===== src/pkg/urx_map.svh =====
// Register map, field positions, reset values and timing counts of the receiver
`ifndef URX_MAP_SVH
`define URX_MAP_SVH

// Register indices; byte address is four times the index
`define URX_IDX_RX_STATUS_CTRL 6'h13
`define URX_IDX_TX_STATUS_CTRL 6'h15
`define URX_IDX_BAUD_DIVISOR 6'h17
`define URX_IDX_RX_DATA 6'h10
`define URX_IDX_INT_FLAGS 6'h11
`define URX_IDX_INT_ENABLES 6'h12

// rx_status_ctrl_reg fields
`define URX_RS_SERIAL_PORT_EN 7
`define URX_RS_NINE_BIT_SEL 6
`define URX_RS_SINGLE_RX_EN 5
`define URX_RS_CONT_RX_EN 4
`define URX_RS_FRAMING_ERR 2
`define URX_RS_OVERRUN_ERR 1
`define URX_RS_NINTH_BIT 0

// tx_status_ctrl_reg fields
`define URX_TS_CLK_SOURCE 7
`define URX_TS_SYNC_SEL 4
`define URX_TS_SHIFT_EMPTY 1
`define URX_TS_WRITE_MASK 8'hF1

// Flag and enable fields
`define URX_IF_RX_FULL 0
`define URX_IE_RX_INT 0

// Reset values
`define URX_RST_RX_STATUS_CTRL 8'h00
`define URX_RST_TX_STATUS_CTRL 8'h00
`define URX_RST_BAUD_DIVISOR 8'h00
`define URX_RST_INT_ENABLES 1'b0

// Timing counts
`define URX_PRESCALE_LAST 2'h3
`define URX_FIRST_SAMPLE 4'h6
`define URX_SECOND_SAMPLE 4'h7
`define URX_DECIDE_SAMPLE 4'h8
`define URX_DATA_BITS 4'h8
`define URX_DATA_BITS_NINE 4'h9

`endif


===== src/pkg/urx_pkg.sv =====
// Types shared by the receiver design
package urx_pkg;

    typedef enum logic [1:0] {
        URX_IDLE = 2'b00,
        URX_START = 2'b01,
        URX_DATA = 2'b10,
        URX_STOP = 2'b11
    } urx_state_t;

    typedef struct packed {
        logic ack;
        logic [31:0] rdat;
        logic [7:0] rx_ctrl;
        logic overrun_error;
        logic [7:0] tx_ctrl;
        logic [7:0] baud_divisor_reg;
        logic rx_int_enable;
        logic [1:0] prescale;
        logic [7:0] baud_gen;
        urx_state_t state;
        logic [3:0] phase;
        logic [1:0] samples;
        logic [3:0] bit_count;
        logic [8:0] rx_shift_reg;
        logic framing_error;
    } urx_regs_t;

endpackage : urx_pkg


===== src/rtl/urx_top.sv =====
// Asynchronous serial receiver with baud generator, receive FIFO and Wishbone registers
//
// What this block does
// - Free-running 8-bit baud timer, period set by baud divisor register.
// - Async rate Fosc/(64(X+1)), sync rate Fosc/(4(X+1)), X 0..255.
// - Divisor rate applies in async and sync master, not sync slave.
// - Writing the divisor register clears the baud timer immediately.
// - Recovery runs at sixteen times baud; shift register at bit rate.
// - In async mode reception starts only with continuous receive enable set.
// - After stop bit, push word to FIFO if room; raise receive-full flag.
// - Receive-full gives interrupt request only while receive interrupt enable set.
// - Receive-full is read-only, cleared by hardware when FIFO empties.
// - Receive data is a two-entry FIFO; third byte may keep shifting.
// - FIFO full at further stop bit sets overrun; word is discarded.
// - Overrun never self-clears; cleared by resetting receiver via enable bit.
// - While overrun is set, no word enters the FIFO.
// - Missing stop bit sets the framing error bit.
// - Framing error and ninth bit travel per FIFO entry with the data.
// - Bit level is majority of samples on edges 6, 7 and 8.
//
// Added by the designer: the Wishbone interface to the registers.

`include "urx_map.svh"

module urx_fifo #(
    parameter int WIDTH = 10,
    parameter int DEPTH = 2
) (
    input wire logic i_clk,
    input wire logic i_reset,
    input wire logic i_ce,
    input wire logic i_in_valid,
    output logic o_in_ready,
    input wire logic [WIDTH-1:0] i_in_data,
    output logic o_out_valid,
    input wire logic i_out_ready,
    output logic [WIDTH-1:0] o_out_data
);
    localparam int PW = (DEPTH > 1) ? $clog2(DEPTH) : 1;
    localparam int CW = $clog2(DEPTH + 1);

    typedef struct packed {
        logic [DEPTH-1:0][WIDTH-1:0] mem;
        logic [PW-1:0] wr_ptr;
        logic [PW-1:0] rd_ptr;
        logic [CW-1:0] count;
    } urx_fifo_state_t;

    urx_fifo_state_t cur;
    urx_fifo_state_t next_cur;
    logic push;
    logic pop;

    if (DEPTH < 2 || (DEPTH & (DEPTH - 1)) != 0) begin : g_bad_depth
        $error("urx_fifo: DEPTH must be a power of two, at least 2");
    end
    if (WIDTH < 1) begin : g_bad_width
        $error("urx_fifo: WIDTH must be at least 1");
    end

    assign o_in_ready = (cur.count != CW'(DEPTH));
    assign o_out_valid = (cur.count != '0);
    assign o_out_data = cur.mem[cur.rd_ptr];
    assign push = i_in_valid && o_in_ready;
    assign pop = o_out_valid && i_out_ready;

    always_comb begin
        next_cur = cur;
        if (push) begin
            next_cur.mem[cur.wr_ptr] = i_in_data;
            next_cur.wr_ptr = cur.wr_ptr + PW'(1);
        end
        if (pop) begin
            next_cur.rd_ptr = cur.rd_ptr + PW'(1);
        end
        if (push && !pop) begin
            next_cur.count = cur.count + CW'(1);
        end else if (pop && !push) begin
            next_cur.count = cur.count - CW'(1);
        end
    end

    always_ff @(posedge i_clk) begin
        if (i_reset) begin
            cur <= '0;
        end else if (i_ce) begin
            cur <= next_cur;
        end
    end
endmodule // urx_fifo

module urx_top #(
    parameter int FIFO_DEPTH = 2
) (
    input wire logic i_clk,
    input wire logic i_reset,
    input wire logic i_ce,
    input wire logic i_wb_cyc,
    input wire logic i_wb_stb,
    input wire logic i_wb_we,
    input wire logic [7:0] i_wb_adr,
    input wire logic [3:0] i_wb_sel,
    input wire logic [31:0] i_wb_dat,
    output logic [31:0] o_wb_dat,
    output logic o_wb_ack,
    input wire logic i_rx_line_pin,
    output logic o_rx_full_flag,
    output logic o_rx_irq
);
    import urx_pkg::*;

    localparam int ENTRY_W = 10;

    urx_regs_t cur;
    urx_regs_t next_cur;

    logic fifo_in_valid;
    logic fifo_in_ready;
    logic [ENTRY_W-1:0] fifo_in_data;
    logic fifo_out_valid;
    logic fifo_out_ready;
    logic [ENTRY_W-1:0] fifo_out_data;

    logic req;
    logic [5:0] idx;
    logic wr_lane0;
    logic rx_on;
    logic gen_run;
    logic baud_tick;
    logic [3:0] next_phase;
    logic vote;
    logic nine_mode;
    logic [3:0] last_bit;
    logic frame_done;
    logic [7:0] done_data;
    logic done_ninth;
    logic done_framing_error;
    logic [7:0] status_rd;
    logic [7:0] tx_rd;

    // Depth must suit the FIFO's pointer arithmetic
    if (FIFO_DEPTH < 2 || (FIFO_DEPTH & (FIFO_DEPTH - 1)) != 0) begin : g_bad_fifo_depth
        $error("urx_top: FIFO_DEPTH must be a power of two, at least 2");
    end

    urx_fifo #(
        .WIDTH(ENTRY_W),
        .DEPTH(FIFO_DEPTH)
    ) u_fifo (
        .i_clk(i_clk),
        .i_reset(i_reset),
        .i_ce(i_ce),
        .i_in_valid(fifo_in_valid),
        .o_in_ready(fifo_in_ready),
        .i_in_data(fifo_in_data),
        .o_out_valid(fifo_out_valid),
        .i_out_ready(fifo_out_ready),
        .o_out_data(fifo_out_data)
    );

    // Bus request decode
    assign req = i_wb_cyc && i_wb_stb && !cur.ack;
    assign idx = i_wb_adr[7:2];
    assign wr_lane0 = req && i_wb_we && i_wb_sel[0];

    assign nine_mode = cur.rx_ctrl[`URX_RS_NINE_BIT_SEL];
    assign rx_on = cur.rx_ctrl[`URX_RS_SERIAL_PORT_EN] && cur.rx_ctrl[`URX_RS_CONT_RX_EN]
        && !cur.tx_ctrl[`URX_TS_SYNC_SEL];
    assign gen_run = cur.rx_ctrl[`URX_RS_SERIAL_PORT_EN]
        && !(cur.tx_ctrl[`URX_TS_SYNC_SEL] && !cur.tx_ctrl[`URX_TS_CLK_SOURCE]);
    assign baud_tick = gen_run && (cur.prescale == `URX_PRESCALE_LAST)
        && (cur.baud_gen == cur.baud_divisor_reg);

    assign next_phase = cur.phase + 4'h1;
    assign vote = (cur.samples[0] & cur.samples[1]) | (cur.samples[0] & i_rx_line_pin)
        | (cur.samples[1] & i_rx_line_pin);
    assign last_bit = nine_mode ? (`URX_DATA_BITS_NINE - 4'h1) : (`URX_DATA_BITS - 4'h1);

    // ninth bit only in nine-bit mode
    assign done_data = nine_mode ? cur.rx_shift_reg[7:0] : cur.rx_shift_reg[8:1];
    assign done_ninth = nine_mode ? cur.rx_shift_reg[8] : 1'b0;
    assign done_framing_error = !vote;
    assign frame_done = rx_on && baud_tick && (cur.state == URX_STOP)
        && (next_phase == `URX_DECIDE_SAMPLE);

    assign fifo_in_valid = frame_done && !cur.overrun_error;
    assign fifo_in_data = {done_framing_error, done_ninth, done_data};
    // Reading the data register pops the head entry
    assign fifo_out_ready = req && !i_wb_we && (idx == `URX_IDX_RX_DATA);

    always_comb begin
        status_rd = {cur.rx_ctrl[7:4], 1'b0, 3'b000};
        status_rd[`URX_RS_OVERRUN_ERR] = cur.overrun_error;
        status_rd[`URX_RS_FRAMING_ERR] = fifo_out_valid && fifo_out_data[ENTRY_W-1];
        status_rd[`URX_RS_NINTH_BIT] = fifo_out_valid && fifo_out_data[ENTRY_W-2];
        tx_rd = cur.tx_ctrl;
        tx_rd[`URX_TS_SHIFT_EMPTY] = 1'b1;
    end

    always_comb begin
        next_cur = cur;
        next_cur.ack = req;

        // Register reads, answered with ack one cycle later
        if (req && !i_wb_we) begin
            next_cur.rdat = 32'h0000_0000;
            unique case (idx)
                `URX_IDX_RX_STATUS_CTRL: next_cur.rdat[7:0] = status_rd;
                `URX_IDX_TX_STATUS_CTRL: next_cur.rdat[7:0] = tx_rd;
                `URX_IDX_BAUD_DIVISOR: next_cur.rdat[7:0] = cur.baud_divisor_reg;
                `URX_IDX_RX_DATA: next_cur.rdat[7:0] = fifo_out_valid ? fifo_out_data[7:0] : 8'h00;
                `URX_IDX_INT_FLAGS: next_cur.rdat[`URX_IF_RX_FULL] = fifo_out_valid;
                `URX_IDX_INT_ENABLES: next_cur.rdat[`URX_IE_RX_INT] = cur.rx_int_enable;
                default: next_cur.rdat = 32'h0000_0000;
            endcase
        end

        // Register writes
        if (wr_lane0) begin
            unique case (idx)
                `URX_IDX_RX_STATUS_CTRL: next_cur.rx_ctrl = {i_wb_dat[7:4], 4'h0};
                `URX_IDX_TX_STATUS_CTRL: next_cur.tx_ctrl = i_wb_dat[7:0] & `URX_TS_WRITE_MASK;
                `URX_IDX_BAUD_DIVISOR: next_cur.baud_divisor_reg = i_wb_dat[7:0];
                `URX_IDX_INT_ENABLES: next_cur.rx_int_enable = i_wb_dat[`URX_IE_RX_INT];
                default: next_cur.rx_int_enable = cur.rx_int_enable;
            endcase
        end

        if (gen_run) begin
            next_cur.prescale = cur.prescale + 2'h1;
            if (cur.prescale == `URX_PRESCALE_LAST) begin
                next_cur.baud_gen = baud_tick ? 8'h00 : cur.baud_gen + 8'h01;
            end
        end
        if (wr_lane0 && idx == `URX_IDX_BAUD_DIVISOR) begin
            next_cur.prescale = 2'h0;
            next_cur.baud_gen = 8'h00;
        end

        // x16 recovery, one bit per 16 ticks
        if (rx_on && baud_tick) begin
            next_cur.phase = next_phase;
            if (next_phase == `URX_FIRST_SAMPLE) begin
                next_cur.samples[0] = i_rx_line_pin;
            end
            if (next_phase == `URX_SECOND_SAMPLE) begin
                next_cur.samples[1] = i_rx_line_pin;
            end
            unique case (cur.state)
                URX_IDLE: begin
                    next_cur.phase = 4'h0;
                    if (!i_rx_line_pin) begin
                        next_cur.state = URX_START;
                    end
                end
                URX_START: begin
                    if (next_phase == `URX_DECIDE_SAMPLE && vote) begin
                        next_cur.state = URX_IDLE;
                    end else if (next_phase == 4'h0) begin
                        next_cur.state = URX_DATA;
                        next_cur.bit_count = 4'h0;
                    end
                end
                URX_DATA: begin
                    if (next_phase == `URX_DECIDE_SAMPLE) begin
                        next_cur.rx_shift_reg = {vote, cur.rx_shift_reg[8:1]};
                    end else if (next_phase == 4'h0) begin
                        if (cur.bit_count == last_bit) begin
                            next_cur.state = URX_STOP;
                        end else begin
                            next_cur.bit_count = cur.bit_count + 4'h1;
                        end
                    end
                end
                URX_STOP: begin
                    // stop bit low marks framing error
                    if (next_phase == `URX_DECIDE_SAMPLE) begin
                        next_cur.framing_error = !vote;
                        next_cur.state = URX_IDLE;
                    end
                end
            endcase
        end

        if (frame_done && !cur.overrun_error && !fifo_in_ready) begin
            next_cur.overrun_error = 1'b1;
        end

        if (!cur.rx_ctrl[`URX_RS_CONT_RX_EN] || !cur.rx_ctrl[`URX_RS_SERIAL_PORT_EN]) begin
            next_cur.overrun_error = 1'b0;
            next_cur.state = URX_IDLE;
            next_cur.phase = 4'h0;
        end
    end

    always_ff @(posedge i_clk) begin
        if (i_reset) begin
            cur <= '0;
            cur.rx_ctrl <= `URX_RST_RX_STATUS_CTRL;
            cur.tx_ctrl <= `URX_RST_TX_STATUS_CTRL;
            cur.baud_divisor_reg <= `URX_RST_BAUD_DIVISOR;
            cur.rx_int_enable <= `URX_RST_INT_ENABLES;
            cur.state <= URX_IDLE;
        end else if (i_ce) begin
            cur <= next_cur;
        end
    end

    assign o_wb_ack = cur.ack;
    assign o_wb_dat = cur.rdat;
    assign o_rx_full_flag = fifo_out_valid;
    assign o_rx_irq = fifo_out_valid && cur.rx_int_enable;
endmodule // urx_top


===== config.mk =====
export PLATFORM = sky130hd
export DESIGN_NAME = urx_top
export DESIGN_NICKNAME = d
export VERILOG_FILES = /design/src/pkg/urx_pkg.sv /design/src/rtl/urx_top.sv
export VERILOG_INCLUDE_DIRS = /design/src /design/src/pkg
export SDC_FILE = /design/constraint.sdc
export NUM_CORES = 1
export LEC_CHECK = 0
export ABC_AREA = 1
export BUFFER_PORTS_ARGS = -buffer_cell sky130_fd_sc_hd__buf_2
export CAP_MARGIN = 40
export CORE_MARGIN = 2
export CORE_UTILIZATION = 62
export CTS_BUF_LIST = sky130_fd_sc_hd__clkbuf_4 sky130_fd_sc_hd__clkbuf_8
export CTS_CLUSTER_DIAMETER = 120
export DETAILED_ROUTE_END_ITERATION = 7
export MAX_ROUTING_LAYER = met4
export PLACE_DENSITY = 0.88
export REMOVE_ABC_BUFFERS = 1
export SLEW_MARGIN = 40
export SYNTH_ARGS = -nofsm -noshare
export SYNTH_HDL_FRONTEND = slang
export SYNTH_SLANG_ARGS = --single-unit

===== constraint.sdc =====
create_clock -name i_clk -period 3.3 [get_ports i_clk]
set_input_delay 0.495 -clock i_clk [delete_from_list [all_inputs] [get_ports i_clk]]
set_output_delay 0.495 -clock i_clk [all_outputs]
set_load 0.05 [all_outputs]

==> Word-level counts from Yosys, hierarchy flattened <==
Cells that the tools add are included.
{ "word_totals": {"ff_bits": 84, "inputBits": 51, "out_inout_bits": 35, "word_cells": 173} }
{ "op_classes": {"addsub": 8, "n_lt_le_gt_ge": 3, "eq_ne": 27, "n_mux": 42, "n_bitwise": 5, "n_reduce_logical": 67} }
{ "op_table": {"columns": ["op", "n"], "rows": [
  ["2-to-1 mux 10 bit", 5],
  ["equality test 6 x 5 -> 1 bit (second input constant)", 6],
  ["2-to-1 mux 8 bit", 4],
  ["2-to-1 mux 4 bit", 7],
  ["one-hot mux 7 bit (4 select lines)", 1],
  ["logical AND 1 bit", 27],
  ["2-to-1 mux 22 bit", 1],
  ["AND reduction 3 bit", 7],
  ["bitwise mux 20 bit", 1],
  ["2-to-1 mux 2 bit", 9],
  ["2-to-1 mux 9 bit", 2],
  ["AND reduction 8 bit", 2],
  ["AND reduction 2 bit", 7],
  ["nonzero test 2 bit", 7],
  ["logical NOT 1 bit", 12],
  ["!= test 2 bit (second input constant)", 6],
  ["!= test 3 bit (second input constant)", 4],
  ["demux 10 bit (select 1 bit)", 1],
  ["adder 4 x 1 -> 4 bit (second input constant)", 2],
  ["adder 8 x 1 -> 8 bit (second input constant)", 1],
  ["equality test 4 x 3 -> 1 bit (second input constant)", 2],
  ["equality test 8 bit", 1],
  ["one-hot mux 2 bit (4 select lines)", 1],
  ["one-hot mux 4 bit (2 select lines)", 1],
  ["other kinds (20)", 35]
]} }

==> Logic depth before layout (Yosys ltp) <==
{ "depth": {"depth_word": 15, "ltp_mapped": 17, "mapped_depth_nobuf": 16} }

==> Modules after synthesis <==
From an unflattened synthesis, not the netlist that was laid out.
{ "unflattened": {"hier_cells": 709, "hier_area_um2": 4673.2} }
{ "modules_own_cells": {"columns": ["mod", "n_inst", "cells_each", "area_each_um2"], "rows": [
  ["urx_top", 1, 525, 3515.9],
  ["urx_fifo", 1, 184, 1157.4]
]} }

==> Least setup slack after synthesis <==
No wires, ideal clock.
{ "synth_timing": {"path_type": "flip-flop to flip-flop", "start": "reg cur[17] (netlist bit)", "end": "reg u_fifo.cur[1] (netlist bit)", "setup_time_ns": 0.122, "arrival_time_ns": 2.105, "required_time_ns": 3.178, "slack_ns": 1.073, "path_stages_with_launch": 16, "n_path_buf": 1, "period_less_slack_ns": 2.227, "cell_sequence": "dfxtp_1 ha_1 nand2_1 inv_2 nand2_4 nor3_4 nand2_2 nor2_4 buf_4 ha_1 nor2_1 inv_1 a21oi_1 o21ai_0 o21ai_0 a21oi_1"} }
{ "synth_via": {"elab_chain_cells": 9, "elab_cells_between_ends": 11, "classes_between": "add/sub: 1; eq/ne: 1; mux: 1; reduce/logical: 8"} }
{ "synth_lines": {"columns": ["item", "line", "source"], "rows": [
  ["from (decl)", "urx_top.sv:114", "urx_regs_t cur;"],
  ["from (signal assigned)", "urx_top.sv:305", "cur <= next_cur;"],
  ["adder 4 x 1 -> 4 bit (*)", "urx_top.sv:174", "assign next_phase = cur.phase + 4'h1;"],
  ["equality test 4 bit (no line) (*)", null, null],
  ["logical AND 1 bit (*)", "urx_top.sv:183", "assign frame_done = rx_on && baud_tick && (cur.state == URX_STOP)"],
  ["logical AND 1 bit (*)", "urx_top.sv:186", "assign fifo_in_valid = frame_done && !cur.overrun_error;"],
  ["logical AND 1 bit (*)", "urx_top.sv:64", "assign push = i_in_valid && o_in_ready;"],
  ["logical NOT 1 bit", "urx_top.sv:78", "end else if (pop && !push) begin"],
  ["logical AND 1 bit", "urx_top.sv:78", null],
  ["nonzero test 2 bit (no line)", null, null],
  ["AND reduction 2 bit (no line)", null, null],
  ["to (signal assigned)", "urx_top.sv:87", "cur <= next_cur;"],
  ["to (decl)", "urx_top.sv:49", "urx_fifo_state_t cur;"]
]} }
Mark *: on every way between the ends. The rest lies on a longest branch, timed or not.
A chain may end at the register's enable or synchronous reset.

==> Worst setup path in the final report <==
{ "layout_timing": {"start": "reg cur[16] (netlist bit)", "end": "reg u_fifo.cur[1] (netlist bit)"} }
Same word-level chain as after synthesis.

==> results.toml <==
[status]
status = "finished, final reports clean"

[pwr]
p_leak_uw = 0.00204
p_comb_frac = 0.076
clkPwrFrac = 0.401
cellPowerDensity_mw_per_mm2 = 385
power_switching_uw = 518
p_total_uw = 1920
sequentialPowerShare = 0.523
p_int_uw = 1400
swShare = 0.269
ir_drop_uv = 205

[place]
place.gp.congestion = 0.926
post-dp-hpwl_um = 8000
pre_cts_ws_ns = 0.640
portBuffers = 32

[clock_tree]
ctsResizeCount = 0
clk_latency_ns = 0.36
numCtsBuffers = 9
ctsHoldBuffers = 0
cts_setup_buffers = 0
cts_sinks = 83
cts_tree = "yes"
clockBufferDepth = 2
path_clk_slew_ns = 0.08
root_buffer = "clkbuf_8"
htree_num_levels = 3

[timing]
fin_crit_sh = 0.810
fmax_mhz = 374
hold_viol = 0
worst_pin_slew_ns = 0.608
finClkSkew_ns = 0.0114
drv_slew = 0
worst_slack_ns = 0.627
period_minus_slack_ns = 2.67
setup_viol = 0
rsz0062_at_grt = "false"
tns_ns = 0
maxSlewHeadroom = 0.594

[floorplan]
die-height_um = 91.1
ios = 86
die_width_um = 91.1
die_area_mm2 = 0.00830
core_mm2 = 0.00729
start_util = 0.645
num_rows = 31

[worst_setup_path]
cpMaxStageDelayCell = "dfxtp_1"
critPathBufInv = 2
setup.worst_path.start = "cur[16]$_SDFFE_PP0P_"
cp_top_family = "simple AND/OR/NAND/NOR gates"
worstRegToRegCells = 14
worstPathCellList = "ha_1 > nand2_1 > inv_2 > nand2_4 > nor3_4 > nand2_2 > nor2_4 > ha_1 > nor2_1 > inv_1 > a21oi_1 > o21ai_0 > o21ai_0 > a21oi_1"
r2r_start = "cur[16]$_SDFFE_PP0P_"
critical-path-max-stage-delay_ns = 0.47
required_ns = 3.55
timing.rr.end = "u_fifo.cur[1]$_SDFFE_PP0P_"
rrSetupSlack_ns = 0.63
start_kind = "register"
critPathArrivalTime_ns = 2.92
critical_path_class = "register to register"
cp_max_fo = 22
worstSetupEndpointType = "register"

[route]
dr.pass1.iters = 6
wl_per_cell_um = 13.2
viasPerCell = 5.46
drcViolationCount = 0
drt_iter0_markers = 356
wl_um = 10800
antenna_left = 0
vias = 4447

[global_routing]
grt-ovfl-total = 0
grt_start_max_net_pins = 29
antenna_found_initial = 0
grt_pass1_vias = 4007
grt_first_pass_wirelength_um = 18000
track_usage = 0.272

[synth]
synth-compound-area-share = 0.131
synth_area_mm2 = 0.00470
muxShareOfSynthArea = 0.0213
synth_xor_area_frac = 0.0112
synthArstFlopShare = 0
yosysTopAreaCellShare = 0.353
synth-edff-count = 0
yosysMostFrequentCell = "nand2_1"
synth-seq-cells = 83
ys_warn_count = 0
synth-simple-area-share = 0.336
ys.flop_type = "dfxtp_1"
synth_common_cells = "nand2_1 (153), nor2_1 (93), dfxtp_1 (83)"
yosysUniqueCellTypes = 36
synth_top_family_by_area = "simple AND/OR/NAND/NOR gates"
yosysSeqAreaShare = 0.353
synth_area_leader_cell = "dfxtp_1"
syn_inst = 692
synthAdderAreaFrac = 0.0186
synth_area_leaders = "dfxtp_1 (35%), nand2_1 (12%), nor2_1 (7.4%), a21oi_1 (6.7%), inv_1 (5.6%)"
avgSynthCellArea_um2 = 6.80

[cells_and_area]
syn_to_final_growth_pct = 6.14
final_nets = 769
fillers = 610
num_antenna_cells = 0
post-route-util = 0.685
drive_gt1_frac = 0.112

[hold_path]
min_from = "i_wb_dat[5]"
hp-class = "input port to register"
hold_depth = 3
whs_endpoint = "cur[55]$_SDFFE_PP0P_"

[flow_run]
cap_viol_max_count = 0
==> metal layers <==
layer,vias to the layer above,share of wire,global-route usage
met2,180,0.48,0.452
met5,-,0,-
met1,2014,0.43,0.340
met3,20,0.072,0.0398
met4,0,0.022,0.0960
li1,2233,-,-
==> how the worst max path moves through the flow <==
stage	slack (ns)	end	depth (start not counted)
global route	0.31	u_fifo.cur[1]$_SDFFE_PP0P_	14
CTS	0.62	u_fifo.cur[1]$_SDFFE_PP0P_	14
finish	0.63	u_fifo.cur[1]$_SDFFE_PP0P_	14
global placement	0.82	u_fifo.cur[1]$_SDFFE_PP0P_	14
detailed placement	0.64	u_fifo.cur[1]$_SDFFE_PP0P_	14
floorplan	0.98	u_fifo.cur[1]$_SDFFE_PP0P_	14
==> layout by cell type, fill, tap and decap left out <==
master,Yosys,layout
nor3_1,11,11
clkinv_4,0,1
clkbuf_8,0,10
buf_4,34,4
a211oi_1,1,1
o21bai_1,1,1
nand4_1,29,29
o21ai_1,1,1
nand4_4,1,1
mux2i_1,10,10
o21a_1,1,1
a21oi_1,63,63
or2_2,2,2
nor2_8,2,2
o21ai_0,43,43
o22ai_1,6,6
nand2_2,4,4
bufinv_16,0,1
nor3_4,1,1
inv_2,5,5
a31oi_1,2,2
nand3_4,2,2
nand2_4,4,4
o211ai_1,1,1
nand3_1,30,30
dfxtp_1,83,83
xnor2_1,3,3
xor2_1,3,3
inv_1,70,70
clkinvlp_4,0,3
nor2_2,2,2
or2_0,1,1
ha_1,7,7
nand2_1,153,153
inv_8,0,1
nor2_1,93,93
conb_1,1,24
nor2_4,5,5
buf_2,2,32
==> flip-flops by register name, indices dropped and copies added (netlist names) <==
register and flops:
cur 50, u_fifo.cur 24, o_wb_dat 8, o_wb_ack 1
==> per-stage QoR <==
step	std cells	area, um^2	hold slack, ns
final	815	4990	0.411
after floorplan	664	4470	0.429
after detailed placement	799	4780	0.454
after global routing	815	4990	0.442
after CTS	815	4990	0.404
after global placement	799	4780	0.444
==> layout make-up <==
type / instances / area, um^2 / share of cell area
Clock buffer: 10 / 138 / 0.0276
Tap cell: 99 / 124 / 0.0248
Clock inverter: 6 / 72.6 / 0.0145
Multi-Input combinational cell: 506 / 2530 / 0.506
Timing Repair Buffer: 36 / 190 / 0.0381
Inverter: 75 / 282 / 0.0564
Sequential cell: 83 / 1660 / 0.333
==> power groups by stage <==
stage / Sequential [uW] / Clock (uW) / Combinational, uW
2_1_floorplan: 1030 / 0 / 97.5
3_5_place_dp: 1030 / 0 / 143
6_report: 1010 / 771 / 146
5_1_grt: 1010 / 825 / 157
3_3_place_gp: 1030 / 0 / 141
4_1_cts: 1000 / 780 / 144
==> worst reg2reg max path, stage by stage (launching register included) <==
cell and delay, ns:
dfxtp_1 0.47, ha_1 0.23, nand2_1 0.08, inv_2 0.12
nand2_4 0.07, nor3_4 0.13, nand2_2 0.10, nor2_4 0.39
ha_1 0.32, nor2_1 0.10, inv_1 0.07, a21oi_1 0.12
o21ai_0 0.13, o21ai_0 0.17, a21oi_1 0.05
==> cell families (layout without fill, tap and decap cells) <==
| kind of cell | Yosys count | count (layout) |
|---|---|---|
| AOI/OAI and AO/OA | 119 | 119 |
| xor gates and xnor gates | 6 | 6 |
| adders and majority gates | 7 | 7 |
| buffers and inverters | 126 | 127 |
| DFF | 83 | 83 |
| muxes | 10 | 10 |
| other | 1 | 24 |
| and+or+nand+nor | 340 | 340 |
Note: power is estimated with default switching activity, not from simulation.
